### config.mk
export PLATFORM = sky130hd
export DESIGN_NAME = prot_cfg
export DESIGN_NICKNAME = d
export VERILOG_FILES = /design/src/prot_cfg_pkg.sv /design/src/prot_cfg.sv
export SDC_FILE = /design/constraint.sdc
export NUM_CORES = 1
export LEC_CHECK = 0
export BUFFER_PORTS_ARGS = -buffer_cell sky130_fd_sc_hd__buf_2
export CAP_MARGIN = 15
export CORE_MARGIN = 1.5
export CORE_UTILIZATION = 32
export DETAILED_ROUTE_END_ITERATION = 8
export PLACE_DENSITY = 0.58
export REMOVE_ABC_BUFFERS = 1
export SLEW_MARGIN = 10
export SYNTH_ARGS = -nofsm -noshare
export SYNTH_HDL_FRONTEND = slang
export SYNTH_SLANG_ARGS = --single-unit
### constraint.sdc
create_clock -name clk -period 3.67 [get_ports clk]
set_input_delay 0.1835 -clock clk [delete_from_list [all_inputs] [get_ports clk]]
set_output_delay 0.1835 -clock clk [all_outputs]
set_load 0.03 [all_outputs]
### src/prot_cfg_pkg.sv
package prot_cfg_pkg;
  // Command codes and response codes
  localparam logic [7:0] CMD_SET_PARAMS = 8'h12;
  localparam logic [7:0] CMD_SECURE_CFG = 8'h14;
  localparam logic [7:0] RSP_SET_PARAMS = 8'h13;
  localparam logic [7:0] RSP_SECURE_CFG = 8'h15;
  localparam logic [7:0] STATUS_SYNTAX_ERR = 8'h27;
  localparam logic [7:0] STATUS_OK = 8'h00;
  localparam logic [7:0] NAD_PRESENT_MASK = 8'h80;
  // Flag byte field positions
  localparam int FLAG_NAD = 0;
  localparam int FLAG_IDENT = 1;
  localparam int FLAG_AUTO_ATTR = 2;
  localparam int FLAG_RSVD3 = 3;
  localparam int FLAG_AUTO_ATS = 4;
  localparam int FLAG_CARD_EMU = 5;
  localparam int FLAG_PAD_RM = 6;
  localparam int FLAG_RSVD7 = 7;
  localparam logic [7:0] FLAGS_RESET = 8'h34;
  localparam logic [7:0] IDENT_VALUE = 8'h01;
  localparam logic [7:0] PAD_BYTE = 8'h00;
  // Secure module modes
  localparam logic [7:0] MODE_NORMAL = 8'h01;
  localparam logic [7:0] MODE_VIRTUAL = 8'h02;
  localparam logic [7:0] MODE_WIRED = 8'h03;
  localparam logic [7:0] MODE_DUAL = 8'h04;
  localparam logic [7:0] IRQ_KEEP_HIGH = 8'h00;
  localparam logic [7:0] IRQ_DRIVEN = 8'h01;
  // Timeout tick: 50 ms at 125 MHz
  localparam int CLK_MHZ = 125;
  localparam int TIMEOUT_UNIT_MS = 50;
  localparam int TICK_CYCLES = TIMEOUT_UNIT_MS * 1000 * CLK_MHZ;
  // Wishbone register offsets (byte addresses)
  localparam logic [7:0] REG_CMD = 8'h00;
  localparam logic [7:0] REG_ARG = 8'h04;
  localparam logic [7:0] REG_STATUS = 8'h08;
  localparam logic [7:0] REG_CFG = 8'h0C;
  localparam logic [7:0] REG_LINK = 8'h10;
  localparam logic [7:0] REG_EVENT = 8'h14;
  // Status register bit positions
  localparam int ST_BUSY = 0;
  localparam int ST_SYNTAX = 1;
  localparam int ST_END = 2;
  localparam int ST_ACTIVE = 3;

  typedef enum {CmdIdle, CmdApply, CmdAnswer} cmd_state_t;

  typedef struct packed {
    logic [7:0] mode;
    logic [7:0] timeout;
    logic irqEnable;
  } secure_cfg_t;
endpackage

### src/prot_cfg.sv
`timescale 1ns/100ps
`default_nettype none
// Summary of operation
// - Flags bit0 NAD, 1 ident, 2 auto-attr, 4 auto-ATS, 5 emulation, 6 padding; 3,7 zero.
// - Set-params without flag byte or with wrong length gets a syntax error.
// - Initiator omits NAD unless flag set; NAD then comes from exchange command.
// - Target forwards received NAD via get-data; host returns NAD via set-data.
// - Status byte MSB set when transport payload carries NAD values.
// - Ident flag inserts fixed identifier 0x01; clear sends none.
// - Auto-attr flag answers attribute request alone; else wait for host.
// - At 106 kbps, layer-4 card plus auto-ATS flag sends self-built RATS first.
// - Emulation flag makes device reply ATS to RATS; clear disables.
// - Padding flag drops 0x00 preamble and postamble from frames to host.
// - Defaults: no NAD, no ident, auto attr, auto ATS, emulation, padding kept.
// - Mode byte: 1 normal, 2 virtual, 3 wired, 4 dual card.
// - Virtual, wired and dual modes only for 106 kbps type A.
// - Timeout byte in 50 ms units; zero disables supervision.
// - Timeout required in virtual mode, optional and ignored elsewhere.
// - Interrupt byte 0 keeps pin high, 1 or absent lets device drive it.
// - Bad mode or interrupt byte, missing mode, missing virtual timeout give syntax error.
// - Normal mode routes nothing to secure module; initiator or target allowed.
// - Wired mode emits no field, ignores readers, reads secure module directly.
// - Virtual mode bridges reader and module; module answers everything.
// - Dual mode shows device and module as two separate targets.
// - Virtual mode watches module activity interrupt as transaction start.
// - Each activity interrupt is cleared so further bytes are seen.
// - Virtual mode notifies host when transaction probably ended.
module prot_cfg #(
  parameter int TICK_COUNT = prot_cfg_pkg::TICK_CYCLES // Cycles per 50 ms
) (
  input wire logic clk, // 125 MHz clock
  input wire logic rstn, // Synchronous reset, active low
  input wire logic wb_cyc_i, // Wishbone cycle
  input wire logic wb_stb_i, // Wishbone strobe
  input wire logic wb_we_i, // Write enable
  input wire logic [7:0] wb_adr_i, // Byte address
  input wire logic [3:0] wb_sel_i, // Byte lanes
  input wire logic [31:0] wb_dat_i, // Write data
  output logic [31:0] wb_dat_o, // Read data
  output logic wb_ack_o, // Acknowledge
  input wire logic secureInputActivityIrq, // Byte seen from secure module
  input wire logic transactionActiveLine, // Active-low transaction line
  input wire logic rfFieldPresent, // External field detected
  input wire logic cardLayer4, // SAK says layer-4 card
  input wire logic rate106A, // Link is 106 kbps type A
  input wire logic targetNadValid, // NAD received as target
  input wire logic [7:0] targetNadRx, // Received NAD value
  output logic secureIrqClear, // Clears the activity interrupt
  output logic hostInterruptPinOut, // Host interrupt pin level
  output logic hostInterruptPinOe, // Host interrupt pin enable
  output logic txNadEnable, // Insert NAD in initiator frames
  output logic txIdentEnable, // Insert identifier in frames
  output logic [7:0] txIdentValue, // Identifier value
  output logic autoAttrResponse, // Target answers attribute request alone
  output logic sendRatsFirst, // Send self-built RATS first
  output logic cardEmulation, // Answer RATS with ATS
  output logic keepPadding, // Frames carry preamble and postamble
  output logic rfFieldEnable, // Own field allowed
  output logic secureRouteBridge, // Analog bridge to secure module
  output logic secureRouteWired, // Device reads secure module
  output logic dualTarget // Two targets presented
);
  logic [7:0] flags_q; // node_addr_use_flag etc
  prot_cfg_pkg::secure_cfg_t cfg_q;
  prot_cfg_pkg::cmd_state_t state_q;
  logic [7:0] cmdCode_q;
  logic [2:0] argCount_q;
  logic [7:0] arg0_q, arg1_q, arg2_q;
  logic [7:0] respCode_q, respStatus_q;
  logic syntaxErr_q, endEvent_q, txnActive_q, irqLow_q;
  logic [7:0] nadRx_q;
  logic nadSeen_q;
  logic [31:0] tick_q;
  logic [7:0] toCount_q;
  logic lineLow_q;
  logic wbReq, wbWr, cmdStart, argPush, eventClear;
  logic flagsOk, cfgOk, modeOk, toOk, irqOk;
  logic endByLine, endByRf, endByTimeout;

  // Bus decode
  assign wbReq = wb_cyc_i && wb_stb_i && !wb_ack_o;
  assign wbWr = wbReq && wb_we_i && wb_sel_i[0];
  assign cmdStart = wbWr && (wb_adr_i == prot_cfg_pkg::REG_CMD) && (state_q == prot_cfg_pkg::CmdIdle);
  assign argPush = wbWr && (wb_adr_i == prot_cfg_pkg::REG_ARG) && (state_q == prot_cfg_pkg::CmdIdle);
  assign eventClear = wbWr && (wb_adr_i == prot_cfg_pkg::REG_EVENT) && wb_dat_i[prot_cfg_pkg::ST_END];

  // Ack one cycle after request
  always_ff @(posedge clk) begin
    if (!rstn) begin
      wb_ack_o <= 1'b0;
    end else begin
      wb_ack_o <= wbReq;
    end
  end

  // Read mux
  always_ff @(posedge clk) begin
    if (!rstn) begin
      wb_dat_o <= 32'h0000_0000;
    end else if (wbReq && !wb_we_i) begin
      case (wb_adr_i)
        prot_cfg_pkg::REG_STATUS: wb_dat_o <= {16'h0000, respStatus_q, 4'h0, txnActive_q, endEvent_q,
                                               syntaxErr_q, (state_q != prot_cfg_pkg::CmdIdle)};
        prot_cfg_pkg::REG_CFG: wb_dat_o <= {7'h00, cfg_q.irqEnable, cfg_q.timeout, cfg_q.mode, flags_q};
        prot_cfg_pkg::REG_LINK: wb_dat_o <= {15'h0000, nadSeen_q, nadRx_q, respCode_q};
        default: wb_dat_o <= 32'h0000_0000;
      endcase
    end
  end

  // Argument collection
  always_ff @(posedge clk) begin
    if (!rstn) begin
      argCount_q <= 3'h0;
      arg0_q <= 8'h00;
      arg1_q <= 8'h00;
      arg2_q <= 8'h00;
    end else if (state_q == prot_cfg_pkg::CmdAnswer) begin
      argCount_q <= 3'h0;
    end else if (argPush && argCount_q != 3'h4) begin
      case (argCount_q)
        3'h0: arg0_q <= wb_dat_i[7:0];
        3'h1: arg1_q <= wb_dat_i[7:0];
        default: arg2_q <= wb_dat_i[7:0];
      endcase
      argCount_q <= argCount_q + 3'h1; // Count 4 marks overlength
    end
  end

  // Validation
  assign flagsOk = (argCount_q == 3'h1) && !arg0_q[prot_cfg_pkg::FLAG_RSVD3]
                   && !arg0_q[prot_cfg_pkg::FLAG_RSVD7];
  assign modeOk = (argCount_q != 3'h0) && (arg0_q >= prot_cfg_pkg::MODE_NORMAL)
                  && (arg0_q <= prot_cfg_pkg::MODE_DUAL);
  assign toOk = (arg0_q != prot_cfg_pkg::MODE_VIRTUAL) || (argCount_q >= 3'h2);
  assign irqOk = (argCount_q < 3'h3) || (arg2_q == prot_cfg_pkg::IRQ_KEEP_HIGH)
                 || (arg2_q == prot_cfg_pkg::IRQ_DRIVEN);
  assign cfgOk = modeOk && toOk && irqOk && (argCount_q != 3'h4);

  // Command sequencer: apply then answer
  always_ff @(posedge clk) begin
    if (!rstn) begin
      state_q <= prot_cfg_pkg::CmdIdle;
      cmdCode_q <= 8'h00;
    end else begin
      case (state_q)
        prot_cfg_pkg::CmdIdle: if (cmdStart) begin
          cmdCode_q <= wb_dat_i[7:0];
          state_q <= prot_cfg_pkg::CmdApply;
        end
        prot_cfg_pkg::CmdApply: state_q <= prot_cfg_pkg::CmdAnswer;
        prot_cfg_pkg::CmdAnswer: state_q <= prot_cfg_pkg::CmdIdle;
        default: state_q <= prot_cfg_pkg::CmdIdle;
      endcase
    end
  end

  // Settings update in apply state
  always_ff @(posedge clk) begin
    if (!rstn) begin
      flags_q <= prot_cfg_pkg::FLAGS_RESET;
      cfg_q <= '{mode: prot_cfg_pkg::MODE_NORMAL, timeout: 8'h00, irqEnable: 1'b1};
    end else if (state_q == prot_cfg_pkg::CmdApply) begin
      if (cmdCode_q == prot_cfg_pkg::CMD_SET_PARAMS && flagsOk) begin
        flags_q <= arg0_q;
      end else if (cmdCode_q == prot_cfg_pkg::CMD_SECURE_CFG && cfgOk) begin
        cfg_q.mode <= arg0_q;
        cfg_q.timeout <= (argCount_q >= 3'h2) ? arg1_q : 8'h00;
        cfg_q.irqEnable <= (argCount_q < 3'h3) || (arg2_q == prot_cfg_pkg::IRQ_DRIVEN);
      end
    end
  end

  // Response after settings applied
  always_ff @(posedge clk) begin
    if (!rstn) begin
      respCode_q <= 8'h00;
      respStatus_q <= prot_cfg_pkg::STATUS_OK;
      syntaxErr_q <= 1'b0;
    end else if (state_q == prot_cfg_pkg::CmdApply) begin
      if (cmdCode_q == prot_cfg_pkg::CMD_SET_PARAMS) begin
        respCode_q <= prot_cfg_pkg::RSP_SET_PARAMS;
        syntaxErr_q <= !flagsOk;
      end else if (cmdCode_q == prot_cfg_pkg::CMD_SECURE_CFG) begin
        respCode_q <= prot_cfg_pkg::RSP_SECURE_CFG;
        syntaxErr_q <= !cfgOk;
      end else begin
        respCode_q <= 8'h00;
        syntaxErr_q <= 1'b1;
      end
      respStatus_q <= prot_cfg_pkg::STATUS_OK;
    end else if (state_q == prot_cfg_pkg::CmdAnswer) begin
      respStatus_q <= (syntaxErr_q ? prot_cfg_pkg::STATUS_SYNTAX_ERR : prot_cfg_pkg::STATUS_OK)
                      | (flags_q[prot_cfg_pkg::FLAG_NAD] ? prot_cfg_pkg::NAD_PRESENT_MASK : 8'h00);
    end
  end

  // Received NAD held for get-data
  always_ff @(posedge clk) begin
    if (!rstn) begin
      nadRx_q <= 8'h00;
      nadSeen_q <= 1'b0;
    end else if (targetNadValid && flags_q[prot_cfg_pkg::FLAG_NAD]) begin
      nadRx_q <= targetNadRx;
      nadSeen_q <= 1'b1;
    end
  end

  // Flag-driven protocol controls
  assign txNadEnable = flags_q[prot_cfg_pkg::FLAG_NAD];
  assign txIdentEnable = flags_q[prot_cfg_pkg::FLAG_IDENT];
  assign txIdentValue = flags_q[prot_cfg_pkg::FLAG_IDENT] ? prot_cfg_pkg::IDENT_VALUE : 8'h00;
  assign autoAttrResponse = flags_q[prot_cfg_pkg::FLAG_AUTO_ATTR];
  assign sendRatsFirst = flags_q[prot_cfg_pkg::FLAG_AUTO_ATS] && cardLayer4 && rate106A;
  assign cardEmulation = flags_q[prot_cfg_pkg::FLAG_CARD_EMU];
  assign keepPadding = !flags_q[prot_cfg_pkg::FLAG_PAD_RM];

  // Mode-driven routing; secure modes need 106 kbps type A
  assign secureRouteBridge = (cfg_q.mode == prot_cfg_pkg::MODE_VIRTUAL) && rate106A;
  assign secureRouteWired = (cfg_q.mode == prot_cfg_pkg::MODE_WIRED) && rate106A;
  assign dualTarget = (cfg_q.mode == prot_cfg_pkg::MODE_DUAL) && rate106A;
  assign rfFieldEnable = (cfg_q.mode != prot_cfg_pkg::MODE_WIRED)
                         && (cfg_q.mode != prot_cfg_pkg::MODE_VIRTUAL);

  // Activity interrupt acknowledge
  always_ff @(posedge clk) begin
    if (!rstn) begin
      secureIrqClear <= 1'b0;
    end else begin
      secureIrqClear <= secureInputActivityIrq && !secureIrqClear;
    end
  end

  // 50 ms tick and timeout countdown, restarted on activity while secureRouteBridge is set
  always_ff @(posedge clk) begin
    if (!rstn) begin
      tick_q <= 32'h0000_0000;
      toCount_q <= 8'h00;
    end else if (secureInputActivityIrq && secureRouteBridge) begin
      tick_q <= 32'h0000_0000;
      toCount_q <= cfg_q.timeout;
    end else if (tick_q == 32'(TICK_COUNT - 1)) begin
      tick_q <= 32'h0000_0000;
      if (toCount_q != 8'h00) begin
        toCount_q <= toCount_q - 8'h01;
      end
    end else begin
      tick_q <= tick_q + 32'h0000_0001;
    end
  end

  // Transaction line level history
  always_ff @(posedge clk) begin
    if (!rstn) begin
      lineLow_q <= 1'b0;
    end else begin
      lineLow_q <= !transactionActiveLine;
    end
  end

  assign endByLine = lineLow_q && transactionActiveLine && rfFieldPresent;
  assign endByRf = !rfFieldPresent;
  assign endByTimeout = (cfg_q.timeout != 8'h00) && (toCount_q == 8'h01)
                        && (tick_q == 32'(TICK_COUNT - 1));

  // Transaction tracking and sticky end event; set wins over clear
  always_ff @(posedge clk) begin
    if (!rstn) begin
      txnActive_q <= 1'b0;
      endEvent_q <= 1'b0;
    end else if (!secureRouteBridge) begin
      txnActive_q <= 1'b0;
      endEvent_q <= endEvent_q && !eventClear;
    end else if (secureInputActivityIrq) begin
      txnActive_q <= 1'b1;
      endEvent_q <= endEvent_q && !eventClear;
    end else if (txnActive_q && (endByLine || endByRf || endByTimeout)) begin
      txnActive_q <= 1'b0;
      endEvent_q <= 1'b1;
    end else begin
      endEvent_q <= endEvent_q && !eventClear;
    end
  end

  // Host interrupt pin, released on next command
  always_ff @(posedge clk) begin
    if (!rstn) begin
      irqLow_q <= 1'b0;
    end else if (txnActive_q && secureRouteBridge && (endByLine || endByRf || endByTimeout)) begin
      irqLow_q <= cfg_q.irqEnable;
    end else if (cmdStart) begin
      irqLow_q <= 1'b0;
    end
  end

  assign hostInterruptPinOut = !irqLow_q;
  assign hostInterruptPinOe = cfg_q.irqEnable;
endmodule // prot_cfg
`default_nettype wire

==> results.txt <==
* Cell mode on critical path: nand2_1
* Number of placed cells counting well taps: 1030
- DR DRC count: 0
- Based on the critical path, the design can be clocked at up to 405 MHz.
- Count of filler cells inserted in the layout: 2115
- Total of cells resized after clock tree synthesis: 0
- For this configuration, the core starts out at a cell density of 32.6%.
* Global placement routability congestion: 0.779
- Leftover overflow at the end of global routing: 0
* Top reg by flops: tick_q
* Htree depth: 4
- The number of global-route vias before repair was 4784.
- Final antenna-violating net count: 0
- Sequential cells account for 47.7% of the total power.
- Data required time of the critical path: 3960 ps
- During synthesis, Yosys emitted a total of 0 warnings.
- Area of the core: 19500 um2
- Arrival time of the worst setup path: 2760 ps
- The worst path uses 67.2% of the clock period.
* Slowest cell delay on critical path: 600 ps
* Setup violators final: 0
- Buffers inserted during clock tree synthesis total 17.
- The worst setup path is captured at a register.
* Maximum fanout encountered on the critical timing path: 9
- The internal power of the cells totals 2.65 mW.
- Worst ir drop on vdd: 0.299 mV
* Routed wire length per instance: 14.2 um
- Final standard cell count with taps included and fillers excluded: 1061
- Detailed placement HPWL: 10600 um
* Number of iterations in the first detailed-routing pass: 4
- Slowest stage cell on the critical path: and3_1
* Final number of hold-violating endpoints: 0
- The flow ran to the end, and the final reports show no timing, DRC or antenna violations.
- Clock network fraction of total power: 49.0%
- Total routing usage reported by global routing: 15.1%
- Final WS setup: 1200 ps
* Max FFs per register: 32
* Power spent charging and discharging nets: 0.733 mW
- Yosys mapped a number of flops with a built-in enable equal to 0.
- Clock skew: 10.5 ps
- After routing, the total negative slack on setup checks comes to 0 ps.
- Final hold analysis gives a worst-case slack of 33.6 ps.
- Die W: 144 um
- The tree is rooted in a clkbuf_16.
- Utilization after layout: 38.1%
* Pin count of the biggest net entering global routing: 49
- Synthesized instance count: 724
- The worst setup path is launched from a register.
- The netlist uses 54 different library cells.
- The min-delay analysis places its worst path in the category input pin to register.
- Using the TritonRoute via totals, the vias-per-cell ratio works out to 4.80.
- Post-CTS Setup Inserts: 0
- During I/O placement, the number of pins put on the boundary was 117.
* Average instance area after synthesis: 8.80 um2
- The worst setup path is of the register to register kind.
* Most common flop cell mapped by yosys: dfxtp_1
- Number of max-slew violations in the final report: 0
- TritonCTS built the clock tree.
* Place WS: 1220 ps
- Post-route minimum period: 2470 ps
- Setup repair after global routing left no endpoint under its margin.
* FP Rows: 51
- Crit-path leading delay family: simple AND/OR/NAND/NOR gates
- Walking the worst path, the cells encountered are nor4b_1, nand2_1, nor3b_1, and3_1, mux2i_1, nand2_1.
- Die height: 144 um
- Headroom to the max-slew limit came out at 29.1%.
- In this run, the combinational gates consume 3.3% of the power.
- The final layout contains routed wiring with a total length of 15100 um.
* Max-cap check violation count: 0
- Global-route wire length before repair: 24400 um
- Seq/Total Area, Yosys: 46.5%
- The clock passes through at most 2 buffers.
- Clock-pin transition on the worst setup and hold timing paths: 60 ps
- In this run the power density over the cells is 454 nW/um2.
* Number of clock sinks: 148
- After the first detailed-routing iteration, the DRC count stood at 239.
* Number of antenna diodes: 0
- Area of the mapped netlist: 6370 um2
- Initial antenna violation count: 0
- Total buffers and inverters traversed by the critical path: 0
- Total vias in the final route: 5096
- Flop and latch count out of synthesis: 148
* Top flop regs: tick_q x32, wb_dat_o x25, cfg_q x16
- In this run switching power makes up 21.7% of total power.
- The floorplan step defined a die boundary enclosing 20800 um2.
- Of the cells placed in the final design, the portion with a size suffix greater than 1 is 15.3%.
- Synth-to-layout area growth: 16.9%
- In the final design database the tool counted 856 nets.
* Share of async-settable or async-resettable flops after synthesis: 0%
* Cell leakage power: 3.04 nW
- Clock insertion delay at the later pin of the skew report: 410 ps
- Measured slew at the worst slew-check pin: 1060 ps
* Port bufs: 75
- After clock tree synthesis, the flow added hold-fix buffers numbering 1.
cell usage after synthesis, types with 3 or more instances:
master / instances / area share [%]
o21ai_1: 5 / 0.39
and2_1: 3 / 0.29
buf_6: 4 / 0.71
nor3_1: 12 / 0.94
and3_1: 17 / 1.7
buf_4: 15 / 1.8
nor4b_1: 3 / 0.41
buf_2: 4 / 0.31
and4_1: 6 / 0.82
nor3b_1: 6 / 0.71
ha_1: 8 / 1.6
o21ai_0: 27 / 2.1
xor2_1: 26 / 3.6
mux2i_1: 40 / 6.3
inv_1: 11 / 0.65
nand3_1: 57 / 4.5
clkbuf_1: 26 / 1.5
nor4_1: 13 / 1.3
nand4_1: 13 / 1.3
a22oi_1: 16 / 1.9
xnor2_1: 12 / 1.6
nor2_1: 94 / 5.5
nand2_1: 71 / 4.2
dfxtp_1: 148 / 46
nand2b_1: 4 / 0.39
a21oi_1: 41 / 3.2
nor2b_1: 6 / 0.59
stage by stage:
step	power (mW)	area (um2)
floorplan	1.71	6140
global placement	1.76	6880
detailed placement	1.76	6880
CTS	3.43	7450
global route	3.50	7450
finish	3.38	7450
power by group through the flow:
stage          sequential, mW  clock [mW]  combinational, mW
2_1_floorplan            1.65           0             0.0544
3_3_place_gp             1.65           0              0.111
3_5_place_dp             1.65           0              0.112
4_1_cts                  1.61        1.70              0.113
5_1_grt                  1.61        1.76              0.123
6_report                 1.61        1.66              0.111
layout by cell type, fill, tap and decap left out, types with 3 or more instances in the layout:
cell type / instances
dfxtp_1: 148
nor2_1: 94
buf_2: 75
nand2_1: 71
nand3_1: 57
a21oi_1: 41
mux2i_1: 40
o21ai_0: 27
xor2_1: 26
and3_1: 17
clkbuf_16: 17
a22oi_1: 16
conb_1: 14
nor4_1: 13
nand4_1: 13
xnor2_1: 12
nor3_1: 11
inv_1: 10
ha_1: 8
nor2b_1: 6
and4_1: 6
nor3b_1: 6
o21ai_1: 5
nand2b_1: 4
clkbuf_1: 4
buf_4: 4
and2_1: 3
nor4b_1: 3
worst paths after layout:
kind / from / endpoint / slack, ps / cells past startpoint
max reg2reg: cmdCode_q[3] / flags_q[2] / 1200 / 6
max: cmdCode_q[3] / flags_q[2] / 1200 / 6
min reg2reg: secureIrqClear / secureIrqClear / 420 / 1
min: targetNadRx[1] / nadRx_q[1] / 30 / 3
kinds of logic (layout without fill, tap and decap cells):
family	Yosys count	after routing	synth area share (%)
adders and majority gates	8	8	1.57
buffers and inverters	62	121	5.09
AOI/OAI and AO/OA	103	103	9.46
DFF	148	148	46.5
muxes	40	40	6.28
xor gates and xnor gates	38	38	5.22
other	1	14	0.0588
and+or+nand+nor	324	324	25.8
worst reg2reg max path: stages (launching register included):
cell	delay, ps
dfxtp_1	310
nor4b_1	540
nand2_1	150
nor3b_1	430
and3_1	600
mux2i_1	250
nand2_1	60
layout make-up:
cell class | count | area (um2) | area share (%)
Clock buffer | 22 | 454 | 6.10
Clock inverter | 8 | 103 | 1.38
Inverter | 11 | 41.3 | 0.554
Multi-Input combinational cell | 527 | 3140 | 42.2
Sequential cell | 148 | 2960 | 39.8
Tap cell | 265 | 332 | 4.45
Timing Repair Buffer | 80 | 415 | 5.58
layer usage:
| metal | up-vias | track usage (%) | share of wire [%] |
|---|---|---|---|
| met5 | - | 0 | 0 |
| met4 | 0 | 4.40 | 0.95 |
| met3 | 11 | 3.54 | 3.0 |
| met2 | 80 | 25.7 | 49 |
| met1 | 2389 | 19.0 | 47 |
| li1 | 2616 | - | - |
(Power assumes the default switching activity.)
